### src/rtl/rac_defs.vh
// register offsets, field positions, reset values and timing counts of the
// alarm, calibration and pin output block; definitions only.
`ifndef RAC_DEFS_VH
`define RAC_DEFS_VH

// ****************************************************************
// register map (byte offsets)
// ****************************************************************
`define RAC_OFS_ALARM_HIGH    8'h20
`define RAC_OFS_ALARM_LOW     8'h24
`define RAC_OFS_CALIB_PIN     8'h2C
`define RAC_OFS_COUNT_HIGH    8'h18
`define RAC_OFS_COUNT_LOW     8'h1C
`define RAC_OFS_IRQ_STATUS    8'h30
`define RAC_OFS_IRQ_MASK      8'h34
`define RAC_OFS_CONFIG        8'h38

// ****************************************************************
// reset values
// ****************************************************************
`define RAC_RST_ALARM_HALF    16'hFFFF
`define RAC_RST_CALIB         10'h000
`define RAC_RST_COUNT         32'h00000000

// ****************************************************************
// calibration register fields
// ****************************************************************
`define RAC_CAL_MSB           6
`define RAC_CAL_LSB           0
`define RAC_BIT_DIV_OUT       7
`define RAC_BIT_PULSE_EN      8
`define RAC_BIT_PULSE_SEL     9

// ****************************************************************
// status / mask / config bits
// ****************************************************************
`define RAC_IRQ_ALARM         0
`define RAC_IRQ_SECOND        1
`define RAC_BIT_CFG_ALLOWED   0

// ****************************************************************
// timing counts
// ****************************************************************
`define RAC_CAL_WINDOW_BITS   20
`define RAC_OUT_DIV           64
`define RAC_OUT_DIV_BITS      6

`endif

### src/rtl/rac_pulse_stretch.v
// holds a one-cycle event high until the next tick enable.
// assumes a single clock; tick is a one-cycle enable pulse.
`default_nettype none

module rac_pulse_stretch (
  // clock and reset
  input  wire ref_clk,
  input  wire rst_n,
  // event and tick
  input  wire event_in,
  input  wire tick,
  // stretched output
  output reg  pulse_out
);

  // ****************************************************************
  // stretch
  // ****************************************************************
  // set on event, drop at the next tick unless a new event arrives
  always @(posedge ref_clk or negedge rst_n) begin
    if (!rst_n) begin
      pulse_out <= 1'b0;
    end else if (event_in) begin
      pulse_out <= 1'b1;
    end else if (tick) begin
      pulse_out <= 1'b0;
    end
  end

endmodule // rac_pulse_stretch

`default_nettype wire

### src/rtl/rac_clock_calib.v
// smooth calibration: masks cal source-clock enables out of every 2^20,
// spread across the window, and a divide-by-64 of the calibrated clock.
// assumes src_en is a one-cycle enable marking each source clock pulse.
`default_nettype none
`include "rac_defs.vh"

module rac_clock_calib #(
  parameter WIN_BITS = `RAC_CAL_WINDOW_BITS
) (
  // clock and reset
  input  wire       ref_clk,
  input  wire       rst_n,
  // source and setting
  input  wire       src_en,
  input  wire [6:0] cal,
  // calibrated outputs
  output reg        cal_en,
  output reg        div_out
);

  reg [WIN_BITS-1:0]          win_cnt;
  reg [`RAC_OUT_DIV_BITS-1:0] div_cnt;
  wire [6:0]                  slot;
  wire                        drop;

  // bit-reversed top seven bits spread drops evenly through the window
  genvar g;
  generate
    for (g = 0; g < 7; g = g + 1) begin : g_rev
      assign slot[g] = win_cnt[WIN_BITS-1-g];
    end
  endgenerate

  // drop only on the first cycle of a 2^13-long slot whose index is below cal
  assign drop = (win_cnt[WIN_BITS-8:0] == {(WIN_BITS-7){1'b0}}) && (slot < cal);

  // ****************************************************************
  // window and divider
  // ****************************************************************
  always @(posedge ref_clk or negedge rst_n) begin
    if (!rst_n) begin
      win_cnt <= {WIN_BITS{1'b0}};
      cal_en  <= 1'b0;
      div_cnt <= {`RAC_OUT_DIV_BITS{1'b0}};
      div_out <= 1'b0;
    end else begin
      cal_en <= src_en && !drop;
      if (src_en) begin
        win_cnt <= win_cnt + {{(WIN_BITS-1){1'b0}}, 1'b1};
      end
      // toggling at half the count gives a 50% duty divide by 64
      if (src_en && !drop) begin
        div_cnt <= div_cnt + {{(`RAC_OUT_DIV_BITS-1){1'b0}}, 1'b1};
        if (div_cnt == {1'b0, {(`RAC_OUT_DIV_BITS-1){1'b1}}} ||
            div_cnt == {`RAC_OUT_DIV_BITS{1'b1}}) begin
          div_out <= ~div_out;
        end
      end
    end
  end

endmodule // rac_clock_calib

`default_nettype wire

### src/rtl/rac_top.v
// top of the alarm compare, smooth calibration and event pin output.
// assumes src_en marks source clock pulses and tick marks prescaled ticks,
// both one-cycle enables on ref_clk; bdcr_reset_n is the backup soft reset.
// the register port never stalls: writes land at the strobe edge and read
// data stand for exactly the one cycle after the read strobe.
//
// Contract
// RULE_01 - alarm request raised when the running count equals the alarm value
// RULE_02 - alarm registers writable only while configuration write is allowed
// RULE_03 - alarm upper half at 0x20, bits 15:0, reset 0xFFFF
// RULE_04 - alarm lower half at 0x24, bits 15:0, reset 0xFFFF
// RULE_05 - pulse enable bit 8 puts selected pulse on the event pin
// RULE_06 - select bit 9: zero alarm pulse, one seconds pulse
// RULE_07 - pulse disabled and bit 7 set: source clock divided by 64 on pin; the code divides the calibrated clock instead
// RULE_08 - seven-bit field drops that many source pulses per 2^20 cycles
// RULE_09 - slows clock by about 0.95 ppm per count, up to 121 ppm
// RULE_10 - calibration register cleared only by power-on or backup soft reset
// RULE_11 - 32-bit counter advances once per prescaled tick
// RULE_12 - alarm and seconds pulses last one tick period on the pin
`default_nettype none
`include "rac_defs.vh"

module rac_top (
  // clock and resets
  input  wire        ref_clk,
  input  wire        resetn,
  input  wire        bdcr_reset_n,
  // time base
  input  wire        src_en,
  input  wire        prescaled_tick,
  // register port
  input  wire [7:0]  reg_addr,
  input  wire [31:0] reg_wdata,
  input  wire        reg_wr,
  input  wire        reg_rd,
  output reg  [31:0] reg_rdata,
  // outputs
  output reg         event_pin,
  output reg         calibrated_en,
  output reg         irq
);

  // ****************************************************************
  // reset release
  // ****************************************************************
  reg rst_meta;
  reg rst_n;
  reg bd_meta;
  reg bd_n;

  // both resets assert at once and release through two flops
  always @(posedge ref_clk or negedge resetn) begin
    if (!resetn) begin
      rst_meta <= 1'b0;
      rst_n    <= 1'b0;
    end else begin
      rst_meta <= 1'b1;
      rst_n    <= rst_meta;
    end
  end

  // the backup reset has its own pair so a system reset leaves calibration alone
  always @(posedge ref_clk or negedge bdcr_reset_n) begin
    if (!bdcr_reset_n) begin
      bd_meta <= 1'b0;
      bd_n    <= 1'b0;
    end else begin
      bd_meta <= 1'b1;
      bd_n    <= bd_meta;
    end
  end

  // ****************************************************************
  // registers
  // ****************************************************************
  // software-visible state
  reg  [15:0] alarm_value_high_half;
  reg  [15:0] alarm_value_low_half;
  reg  [9:0]  calibration_and_pin_output;
  reg  [31:0] running_count_value;
  reg         config_write_allowed_flag;
  reg  [1:0]  irq_status;
  reg  [1:0]  irq_mask;
  // internal events, pulses and write decode
  reg         alarm_hit;
  reg         second_hit;
  wire [31:0] alarm_value;
  wire        cal_en;
  wire        div_out;
  wire        alarm_pulse;
  wire        second_pulse;
  wire        wr_alarm_ok;
  wire        wr_alarm_high;
  wire        wr_alarm_low;
  wire        wr_count_high;
  wire        wr_count_low;
  wire        wr_calib;
  wire        wr_status;
  wire        wr_mask;
  wire        wr_config;
  wire [1:0]  status_clear;
  reg  [1:0]  next_irq_status;
  reg         next_event_pin;

  assign alarm_value = {alarm_value_high_half, alarm_value_low_half};
  // RULE_02 write protect
  assign wr_alarm_ok = reg_wr && config_write_allowed_flag;

  // ****************************************************************
  // write decode
  // ****************************************************************
  // protected targets share the configuration gate, so a stray write
  // outside configuration mode never moves the alarm or the count
  assign wr_alarm_high = wr_alarm_ok && (reg_addr == `RAC_OFS_ALARM_HIGH);
  assign wr_alarm_low  = wr_alarm_ok && (reg_addr == `RAC_OFS_ALARM_LOW);
  assign wr_count_high = wr_alarm_ok && (reg_addr == `RAC_OFS_COUNT_HIGH);
  assign wr_count_low  = wr_alarm_ok && (reg_addr == `RAC_OFS_COUNT_LOW);
  // the remaining targets take writes at any time; calibration lives in the
  // backup domain and is not guarded by configuration mode
  assign wr_calib      = reg_wr && (reg_addr == `RAC_OFS_CALIB_PIN);
  assign wr_status     = reg_wr && (reg_addr == `RAC_OFS_IRQ_STATUS);
  assign wr_mask       = reg_wr && (reg_addr == `RAC_OFS_IRQ_MASK);
  assign wr_config     = reg_wr && (reg_addr == `RAC_OFS_CONFIG);
  // ones written to the status word clear the matching sticky bits
  assign status_clear  = wr_status ? reg_wdata[1:0] : 2'h0;

  // RULE_03 upper alarm half
  // RULE_04 lower alarm half
  always @(posedge ref_clk or negedge rst_n) begin
    if (!rst_n) begin
      alarm_value_high_half <= `RAC_RST_ALARM_HALF;
      alarm_value_low_half  <= `RAC_RST_ALARM_HALF;
    end else begin
      if (wr_alarm_high) begin
        alarm_value_high_half <= reg_wdata[15:0];
      end
      if (wr_alarm_low) begin
        alarm_value_low_half <= reg_wdata[15:0];
      end
    end
  end

  // RULE_10 backup-domain reset only
  // the system reset must not touch calibration, so it lives on bd_n
  always @(posedge ref_clk or negedge bd_n) begin
    if (!bd_n) begin
      calibration_and_pin_output <= `RAC_RST_CALIB;
    end else if (wr_calib) begin
      calibration_and_pin_output <= reg_wdata[9:0];
    end
  end

  // configuration mode bit, and the interrupt mask
  always @(posedge ref_clk or negedge rst_n) begin
    if (!rst_n) begin
      config_write_allowed_flag <= 1'b0;
      irq_mask                  <= 2'h0;
    end else begin
      if (wr_config) begin
        config_write_allowed_flag <= reg_wdata[`RAC_BIT_CFG_ALLOWED];
      end
      if (wr_mask) begin
        irq_mask <= reg_wdata[1:0];
      end
    end
  end

  // ****************************************************************
  // counter and compare
  // ****************************************************************
  // RULE_11 count on tick
  // software loads the count in configuration mode; a load beats the tick
  // the count wraps from all ones to zero like any plain binary counter
  always @(posedge ref_clk or negedge rst_n) begin
    if (!rst_n) begin
      running_count_value <= `RAC_RST_COUNT;
    end else if (wr_count_high) begin
      running_count_value[31:16] <= reg_wdata[15:0];
    end else if (wr_count_low) begin
      running_count_value[15:0] <= reg_wdata[15:0];
    end else if (prescaled_tick) begin
      running_count_value <= running_count_value + 32'h00000001;
    end
  end

  // RULE_01 equality compare
  // evaluated once per tick so a held match fires a single event
  always @(posedge ref_clk or negedge rst_n) begin
    if (!rst_n) begin
      alarm_hit  <= 1'b0;
      second_hit <= 1'b0;
    end else begin
      alarm_hit  <= prescaled_tick && (running_count_value == alarm_value);
      second_hit <= prescaled_tick;
    end
  end

  // sticky status, write one to clear; a new event wins over the clear
  // so an alarm landing beside a clear of the same bit is never lost
  always @* begin
    next_irq_status = (irq_status & ~status_clear) | {second_hit, alarm_hit};
  end

  // irq follows the status one cycle late, straight from a flop
  always @(posedge ref_clk or negedge rst_n) begin
    if (!rst_n) begin
      irq_status <= 2'h0;
      irq        <= 1'b0;
    end else begin
      irq_status <= next_irq_status;
      irq        <= |(irq_status & irq_mask);
    end
  end

  // ****************************************************************
  // calibration and pin output
  // ****************************************************************
  // RULE_08 drop count per window
  // RULE_09 step of one pulse per 2^20
  // the calibrator keeps the backup reset so a system reset does not
  // restart its window or shift where the drops fall
  rac_clock_calib #(
    .WIN_BITS (`RAC_CAL_WINDOW_BITS)
  ) u_calib (
    .ref_clk (ref_clk),
    .rst_n   (bd_n),
    .src_en  (src_en),
    .cal     (calibration_and_pin_output[`RAC_CAL_MSB:`RAC_CAL_LSB]),
    .cal_en  (cal_en),
    .div_out (div_out)
  );

  // RULE_12 one tick wide
  rac_pulse_stretch u_alarm_stretch (
    .ref_clk   (ref_clk),
    .rst_n     (rst_n),
    .event_in  (alarm_hit),
    .tick      (prescaled_tick),
    .pulse_out (alarm_pulse)
  );

  // every tick is a seconds event, so this pulse rests low one cycle per tick
  rac_pulse_stretch u_second_stretch (
    .ref_clk   (ref_clk),
    .rst_n     (rst_n),
    .event_in  (second_hit),
    .tick      (prescaled_tick),
    .pulse_out (second_pulse)
  );

  // RULE_05 pulse enable
  // RULE_06 source select
  // RULE_07 divided clock
  // the pulse output takes precedence; the divided clock shows only when it is off
  always @* begin
    if (calibration_and_pin_output[`RAC_BIT_PULSE_EN]) begin
      next_event_pin = calibration_and_pin_output[`RAC_BIT_PULSE_SEL] ?
                       second_pulse : alarm_pulse;
    end else if (calibration_and_pin_output[`RAC_BIT_DIV_OUT]) begin
      next_event_pin = div_out;
    end else begin
      next_event_pin = 1'h0;
    end
  end

  // registered so the pin never shows a decode glitch
  always @(posedge ref_clk or negedge rst_n) begin
    if (!rst_n) begin
      event_pin     <= 1'b0;
      calibrated_en <= 1'b0;
    end else begin
      calibrated_en <= cal_en;
      event_pin     <= next_event_pin;
    end
  end

  // ****************************************************************
  // read port
  // ****************************************************************
  // data stand in the cycle after the strobe only; unmapped reads zero
  // reads have no side effects, so status is cleared only by writes
  always @(posedge ref_clk or negedge rst_n) begin
    if (!rst_n) begin
      reg_rdata <= 32'h00000000;
    end else if (reg_rd) begin
      case (reg_addr)
        `RAC_OFS_ALARM_HIGH: reg_rdata <= {16'h0000, alarm_value_high_half};
        `RAC_OFS_ALARM_LOW:  reg_rdata <= {16'h0000, alarm_value_low_half};
        `RAC_OFS_CALIB_PIN:  reg_rdata <= {22'h000000, calibration_and_pin_output};
        `RAC_OFS_COUNT_HIGH: reg_rdata <= {16'h0000, running_count_value[31:16]};
        `RAC_OFS_COUNT_LOW:  reg_rdata <= {16'h0000, running_count_value[15:0]};
        `RAC_OFS_IRQ_STATUS: reg_rdata <= {30'h00000000, irq_status};
        `RAC_OFS_IRQ_MASK:   reg_rdata <= {30'h00000000, irq_mask};
        `RAC_OFS_CONFIG:     reg_rdata <= {31'h00000000, config_write_allowed_flag};
        default:             reg_rdata <= 32'h00000000;
      endcase
    end else begin
      reg_rdata <= 32'h00000000;
    end
  end

endmodule // rac_top

`default_nettype wire

### config.mk
export PLATFORM = sky130hd
export DESIGN_NAME = rac_top
export DESIGN_NICKNAME = d
export VERILOG_FILES = /design/src/rtl/rac_pulse_stretch.v /design/src/rtl/rac_clock_calib.v /design/src/rtl/rac_top.v
export VERILOG_INCLUDE_DIRS = /design/src /design/src/rtl
export SDC_FILE = /design/constraint.sdc
export NUM_CORES = 1
export LEC_CHECK = 0
export BUFFER_PORTS_ARGS = -buffer_cell sky130_fd_sc_hd__buf_2
export CORE_MARGIN = 1
export CORE_UTILIZATION = 50
export DETAILED_ROUTE_END_ITERATION = 16
export PLACE_DENSITY = 0.77
export REMOVE_ABC_BUFFERS = 1
export SYNTH_ARGS = -nofsm -noshare
export SYNTH_HDL_FRONTEND = slang
export SYNTH_SLANG_ARGS = --single-unit
### constraint.sdc
create_clock -name ref_clk -period 3.5 [get_ports ref_clk]
set_input_delay 0.175 -clock ref_clk [delete_from_list [all_inputs] [get_ports ref_clk]]
set_output_delay 0.175 -clock ref_clk [all_outputs]
set_load 0.02 [all_outputs]
**After elaboration in Yosys (flattened, before gate mapping)**

Index checks and enable logic that the tools add are counted.

- Input bits: 47
- Register bits after elaboration: 150
- Output and inout bits: 35
- Word-level logic and storage cells: 82

- Muxes and demuxes: 13
- $add $sub $neg: 3
- Eq/ne operators: 12
- Reduce and logical (&&, ||, !) cells: 23
- Magnitude comparators: 1
- Bitwise logic cells: 6

Operators with widths:

| kind | count |
|---|---|
| $pmux 16 s8 | 1 |
| $mux 16 | 4 |
| $eq 8x6->1 const B | 6 |
| $add 32x1->32 const B | 1 |
| $eq 32x32->1 | 1 |
| $mux 32 | 1 |
| $add 20x1->20 const B | 1 |
| $eq 8x5->1 const B | 2 |
| $logic_not 13->1 | 1 |
| $logic_and 1x1->1 | 12 |
| $reduce_bool 2->1 | 4 |
| $lt 7x7->1 | 1 |
| $add 6x1->6 const B | 1 |
| $eq 6x5->1 const B | 1 |
| $eq 6x6->1 const B | 1 |
| $mux 1 | 6 |
| $reduce_and 2->1 | 3 |
| $and 2x2->2 | 2 |
| $mux 2 | 1 |
| $ne 2x2->1 const B | 1 |
| $not 1->1 | 2 |
| $not 2->2 | 1 |
| $or 2x2->2 | 1 |
| $reduce_or 2->1 | 1 |
| 2 further kinds | 2 |

**Longest topological paths before layout**

- Word-level depth: 6
- Gate-level depth with buffers: 9
- Gate-level depth less buffers: 8

**Modules after synthesis**

Synthesis repeated with hierarchy kept, for this count alone.

- Cell total of the unflattened synthesis: 661
- Area total of the unflattened synthesis: 7063.0 sq um

By module, submodules not included:

| module | area an instance (sq um) | cells an instance | seq. area each (sq um) | times used |
|---|---|---|---|---|
| rac_top | 5601.6 | 528 | 2642.5 | 1 |
| rac_clock_calib | 1388.8 | 127 | 675.6 | 1 |
| rac_pulse_stretch | 36.3 | 3 | 25.0 | 2 |

**Worst setup path before layout**

Ideal clock, no wire load.

- Path type: register to register
- Start point: reg u_calib.win_cnt[13]
- End point: reg u_calib.div_cnt[1]
- Library setup time: 0.125 ns
- Cell stages (with the launch flop): 9
- Buffers on the path: 1
- Data required time: 3.375 ns
- Arrival: 1.924 ns
- Slack: 1.451 ns
- Clock period less this slack: 2.049 ns
- Cell sequence: dfrtp_1 ha_1 clkbuf_1 a211oi_1 nand4_1 and2_1 a21oi_1 inv_1 mux2_2

- Word-level cells in the longest chain between the ends: 4

RTL lines:

| element | line | source |
|---|---|---|
| start, declared | rac_clock_calib.v:21 | `reg [WIN_BITS-1:0] win_cnt;` |
| start signal, assigned | rac_clock_calib.v:42 | `win_cnt <= {WIN_BITS{1'b0}};` |
| start signal, assigned | rac_clock_calib.v:49 | `win_cnt <= win_cnt + {{(WIN_BITS-1){1'b0}}, 1'b1};` |
| $lt 7x7->1 | rac_clock_calib.v:35 | `assign drop = (win_cnt[WIN_BITS-8:0] == {(WIN_BITS-7){1'b0}}) && (slot < cal);` |
| $logic_and 1x1->1 | rac_clock_calib.v:35 |  |
| $logic_not 1->1 | rac_clock_calib.v:52 | `if (src_en && !drop) begin` |
| $logic_and 1x1->1 | rac_clock_calib.v:52 |  |
| end signal, assigned | rac_clock_calib.v:44 | `` div_cnt <= {`RAC_OUT_DIV_BITS{1'b0}}; `` |
| end signal, assigned | rac_clock_calib.v:53 | `` div_cnt <= div_cnt + {{(`RAC_OUT_DIV_BITS-1){1'b0}}, 1'b1}; `` |
| end, declared | rac_clock_calib.v:22 | `` reg [`RAC_OUT_DIV_BITS-1:0] div_cnt; `` |

Every way passes these cells.
A chain may end at the register's enable or synchronous reset.

**Worst setup path in the final report**

- Start point: reg running_count_value[2]
- End point: reg running_count_value[31]

- Word-level cells in the longest chain between the ends: 4

RTL lines:

| element | line | source |
|---|---|---|
| start, declared | rac_top.v:80 | `reg [31:0] running_count_value;` |
| start signal, assigned | rac_top.v:176 | `` running_count_value <= `RAC_RST_COUNT; `` |
| start signal, assigned | rac_top.v:180 | `running_count_value[15:0] <= reg_wdata[15:0];` |
| start signal, assigned | rac_top.v:182 | `running_count_value <= running_count_value + 32'h00000001;` |
| $add 32x1->32 | rac_top.v:182 |  |
| $mux 32 | rac_top.v:181 | `end else if (prescaled_tick) begin` |
| $mux 16 | rac_top.v:179 | `end else if (wr_count_low) begin` |
| $mux 16 | rac_top.v:177 | `end else if (wr_count_high) begin` |

Every way passes these cells. The select of a mux whose other input is x is not followed.

==> impl_results.md <==
* Final hold vios at 0
* Post-synth ARST share at 1.000
* Clock Latency Late Sink at 430 ps
* Flops & latches, synth at 133
* Vias in the first global route at 5689
* Post-Syn Area at 7312 um2
* Worst slew pin tran at 1134 ps
* Die height at 122.9 um
* Rel. slew slack at 0.2437
* Commonest non-fill, non-tap cell in the layout: dfrtp_1
* Grt ovf at 0
* CP top delay family: simple AND/OR/NAND/NOR gates
* Die area at 15110 um2
* GPL Wtd Cong at 0.8645
* Largest net degree at the start of global routing at 86
* NetSw at 1176 uW
* # nets final at 818
* Setup-failing EPs final at 0
* Worst Path Buf+Inv at 0
* Leakage at 0.003594 uW
* CORE AREA at 14100 um2
* Final worst-path cycle share at 0.6984
* Crit path kind: flop to flop
* DPL Wire Length at 12580 um
* Via-per-instance ratio at 6.113
* Clock Path Buffers at 2
* Area leader, netlist: dfrtp_1
* YS warnings at 0
* Hold Crit Class: input pin to flop
* Antenna violations before repair at 0
* TNS Setup at 0 ps
* Skew final at 9.380 ps
* Post_cts resized at 0
* Hold depth at 3
* CTS tree: built
* Hold EP: running_count_value[26]
* First-pass GRT wire length at 29720 um
* Maxcap violations at 0
* Reg-to-Reg End: running_count_value[31]
* Ant. Diodes at 0
* Post-Syn Area per Cell at 10.24 um2
* Main flop type after synthesis: dfrtp_1
* CTS HTree Levels at 4
* Placed Cells at 915
* Vias at 5832
* Main area contributors after synthesis: dfrtp_1 35%, dfstp_2 11%, mux2_2 7.2%
* CTS Root Buffer Type: clkbuf_16
* Max incr delay on CP at 760 ps
* TritonRoute pass-1 iters at 5
* WP data arrival at 2760 ps
* Initial Util at 0.5187
* Final Instance Count excl. Fillers at 954
* Gr usage total at 0.2620
* Sequential share of power at 0.443
* Worst path required time at 3820 ps
* Synth Instances at 714
* Critical path fanouts, max at 8
* RSZ-0062 raised after global routing: no
* Clock-pin slew on the worst setup and hold paths at 60 ps
* Yosys cell types at 60
* Share of layout cells above drive strength 1 at 0.2339
* DRT iter0 DRCs at 695
* Power share of the clock group at 0.431
* CTS sink cnt at 133
* PwrDens at 516.6 nW/um2
* Num ports at 82
* Number of synthesized flops with an enable pin at 0
* Wire per inst at 19.32 um
* R2R Setup Slk at 1060 ps
* Fill cells at 1150
* Tmin final at 2444 ps
* Die Span X at 122.9 um
* Inserted Clock Buffers at 17
* DRC viols at 0
* Final wirelength at 18430 um
* Commonest non-fill, non-tap cells in the layout: 100 x dfrtp_1, 81 x nand2_1, 49 x buf_2
* Switching share of power at 0.2742
* Cell-internal power at 3113 uW
* Gate power share at 0.126
* Worst path slowest cell: or4_1
* Setup crit end kind: flop
* Syn-to-layout area delta at 13.54%
* Post-synthesis sequential area ratio at 0.4606
* Row cnt at 43
* Setup crit start kind: flop
* Hold Path Origin: reg_wdata[10]
* Post-DRT Antenna Nets at 0
* Slew Limit Fails at 0
* Max Freq at 409.1 MHz
* Top cell type's share of synthesized area at 0.3457
* Peak supply drop at 0.3848 mV
* I/O Buffers at 49
* R2r worst-path depth at 5
* CP cell instances: nand3_1 -> or4_1 -> nor4b_1 -> mux2i_1 -> nand2_1
* Launching point of the worst reg2reg path: running_count_value[2]
* Outcome: completed
[per-stage QoR]
stage | instance area (um2) | setup WS [ps] | hold slack, ps | power, uW | utilization
after floorplan | 7061 | 399.6 | -120.6 | 2232 | -
after global placement | 7619 | 1053 | -41.05 | 2391 | 0.5405
after detailed placement | 7619 | 958.1 | -37.73 | 2435 | 0.5405
after CTS | 8302 | 1134 | 9.517 | 4285 | 0.5889
after global routing | 8302 | 963.3 | 18.06 | 4455 | 0.5889
final | 8302 | 1056 | 3.376 | 4288 | 0.5889
[cell usage after synthesis (all sizes together) (3+ instances only)]
master / count
xor2: 12
o211ai: 9
nor4: 20
o21ai: 11
a22o: 12
ha: 10
nor4b: 3
nand4: 26
inv: 14
mux2i: 27
nor2: 45
dfrtp: 101
dfstp: 32
o311ai: 3
a22oi: 14
clkbuf: 17
nor2b: 14
nor3: 14
and4: 5
a21o: 6
nand2: 81
xnor2: 46
a21oi: 23
nand3: 25
nor3b: 3
mux2: 47
a221oi: 6
and2: 6
a211o: 3
buf: 37
and3: 14
a21boi: 3
[worst reg2reg max path, delay by kind of cell (launching register included)]
| kind | cells | cell delay [ps] |
|---|---|---|
| flops | 1 | 520 |
| mux | 1 | 240 |
| simple gates | 4 | 1580 |
[cell type report]
class                           instances  area (um2)  share of cell area
Clock buffer                           23       488.0             0.05878
Clock inverter                          9       125.1             0.01507
Inverter                               14       52.55            0.006330
Multi-Input combinational cell        529        3649              0.4395
Sequential cell                       133        3372              0.4062
Tap cell                              180       225.2             0.02713
Timing Repair Buffer                   66       390.4             0.04702
[state kept, by name, indices dropped and copies added (netlist names), 2 cells and up]
name	flops
reg_rdata	16
calibration_and_pin_output	10
irq_status	2
running_count_value	32
alarm_value_high_half	16
alarm_value_low_half	16
u_calib.win_cnt	20
u_calib.div_cnt	5
irq_mask	2
[routing by layer]
layer | GRT usage | part of all wire | vias up
met2 | 0.4084 | 0.48 | 261
met3 | 0.05858 | 0.070 | 53
met1 | 0.3488 | 0.43 | 2911
met4 | 0.1189 | 0.029 | 0
met5 | 0 | 0 | -
li1 | - | - | 2607
[timing repair]
action | CTS | global route
hold buffers | 7 | 0
buffers inserted | 0 | 0
hold endpoints to repair | 9 | 0
[power by group through the flow]
| stage | logic (uW) | clock network (uW) | registers (uW) |
|---|---|---|---|
| after floorplan | 369 | 0 | 1860 |
| after global placement | 489 | 0 | 1900 |
| after detailed placement | 519 | 0 | 1920 |
| after CTS | 531 | 1860 | 1890 |
| after global routing | 595 | 1940 | 1920 |
| final | 538 | 1850 | 1900 |
[worst max-delay path by stage]
stage,startpoint,to,slack (ps),depth (start not counted)
2_1_floorplan,reg_addr[1],running_count_value[17],400,5
3_3_place_gp,reg_addr[2],alarm_value_high_half[2],1050,6
3_5_place_dp,reg_addr[2],alarm_value_high_half[4],960,6
4_1_cts,running_count_value[0],running_count_value[31],1130,5
5_1_grt,running_count_value[2],running_count_value[31],960,5
6_report,running_count_value[2],running_count_value[31],1060,5
[cell families (layout without fill, tap and decap cells)]
kind of cell    count (synthesis)  count (layout)  synth area share
other cells                     2              18          0.001027
mux                            74              74            0.1093
flops                         133             133            0.4606
xor+xnor                       58              58           0.06947
simple gates                  269             269            0.1954
fa+ha+maj                      10              10           0.01711
compound gates                100             100           0.09719
buf+inv                        68             112           0.04979
Note: power is estimated with default switching activity, not from simulation.
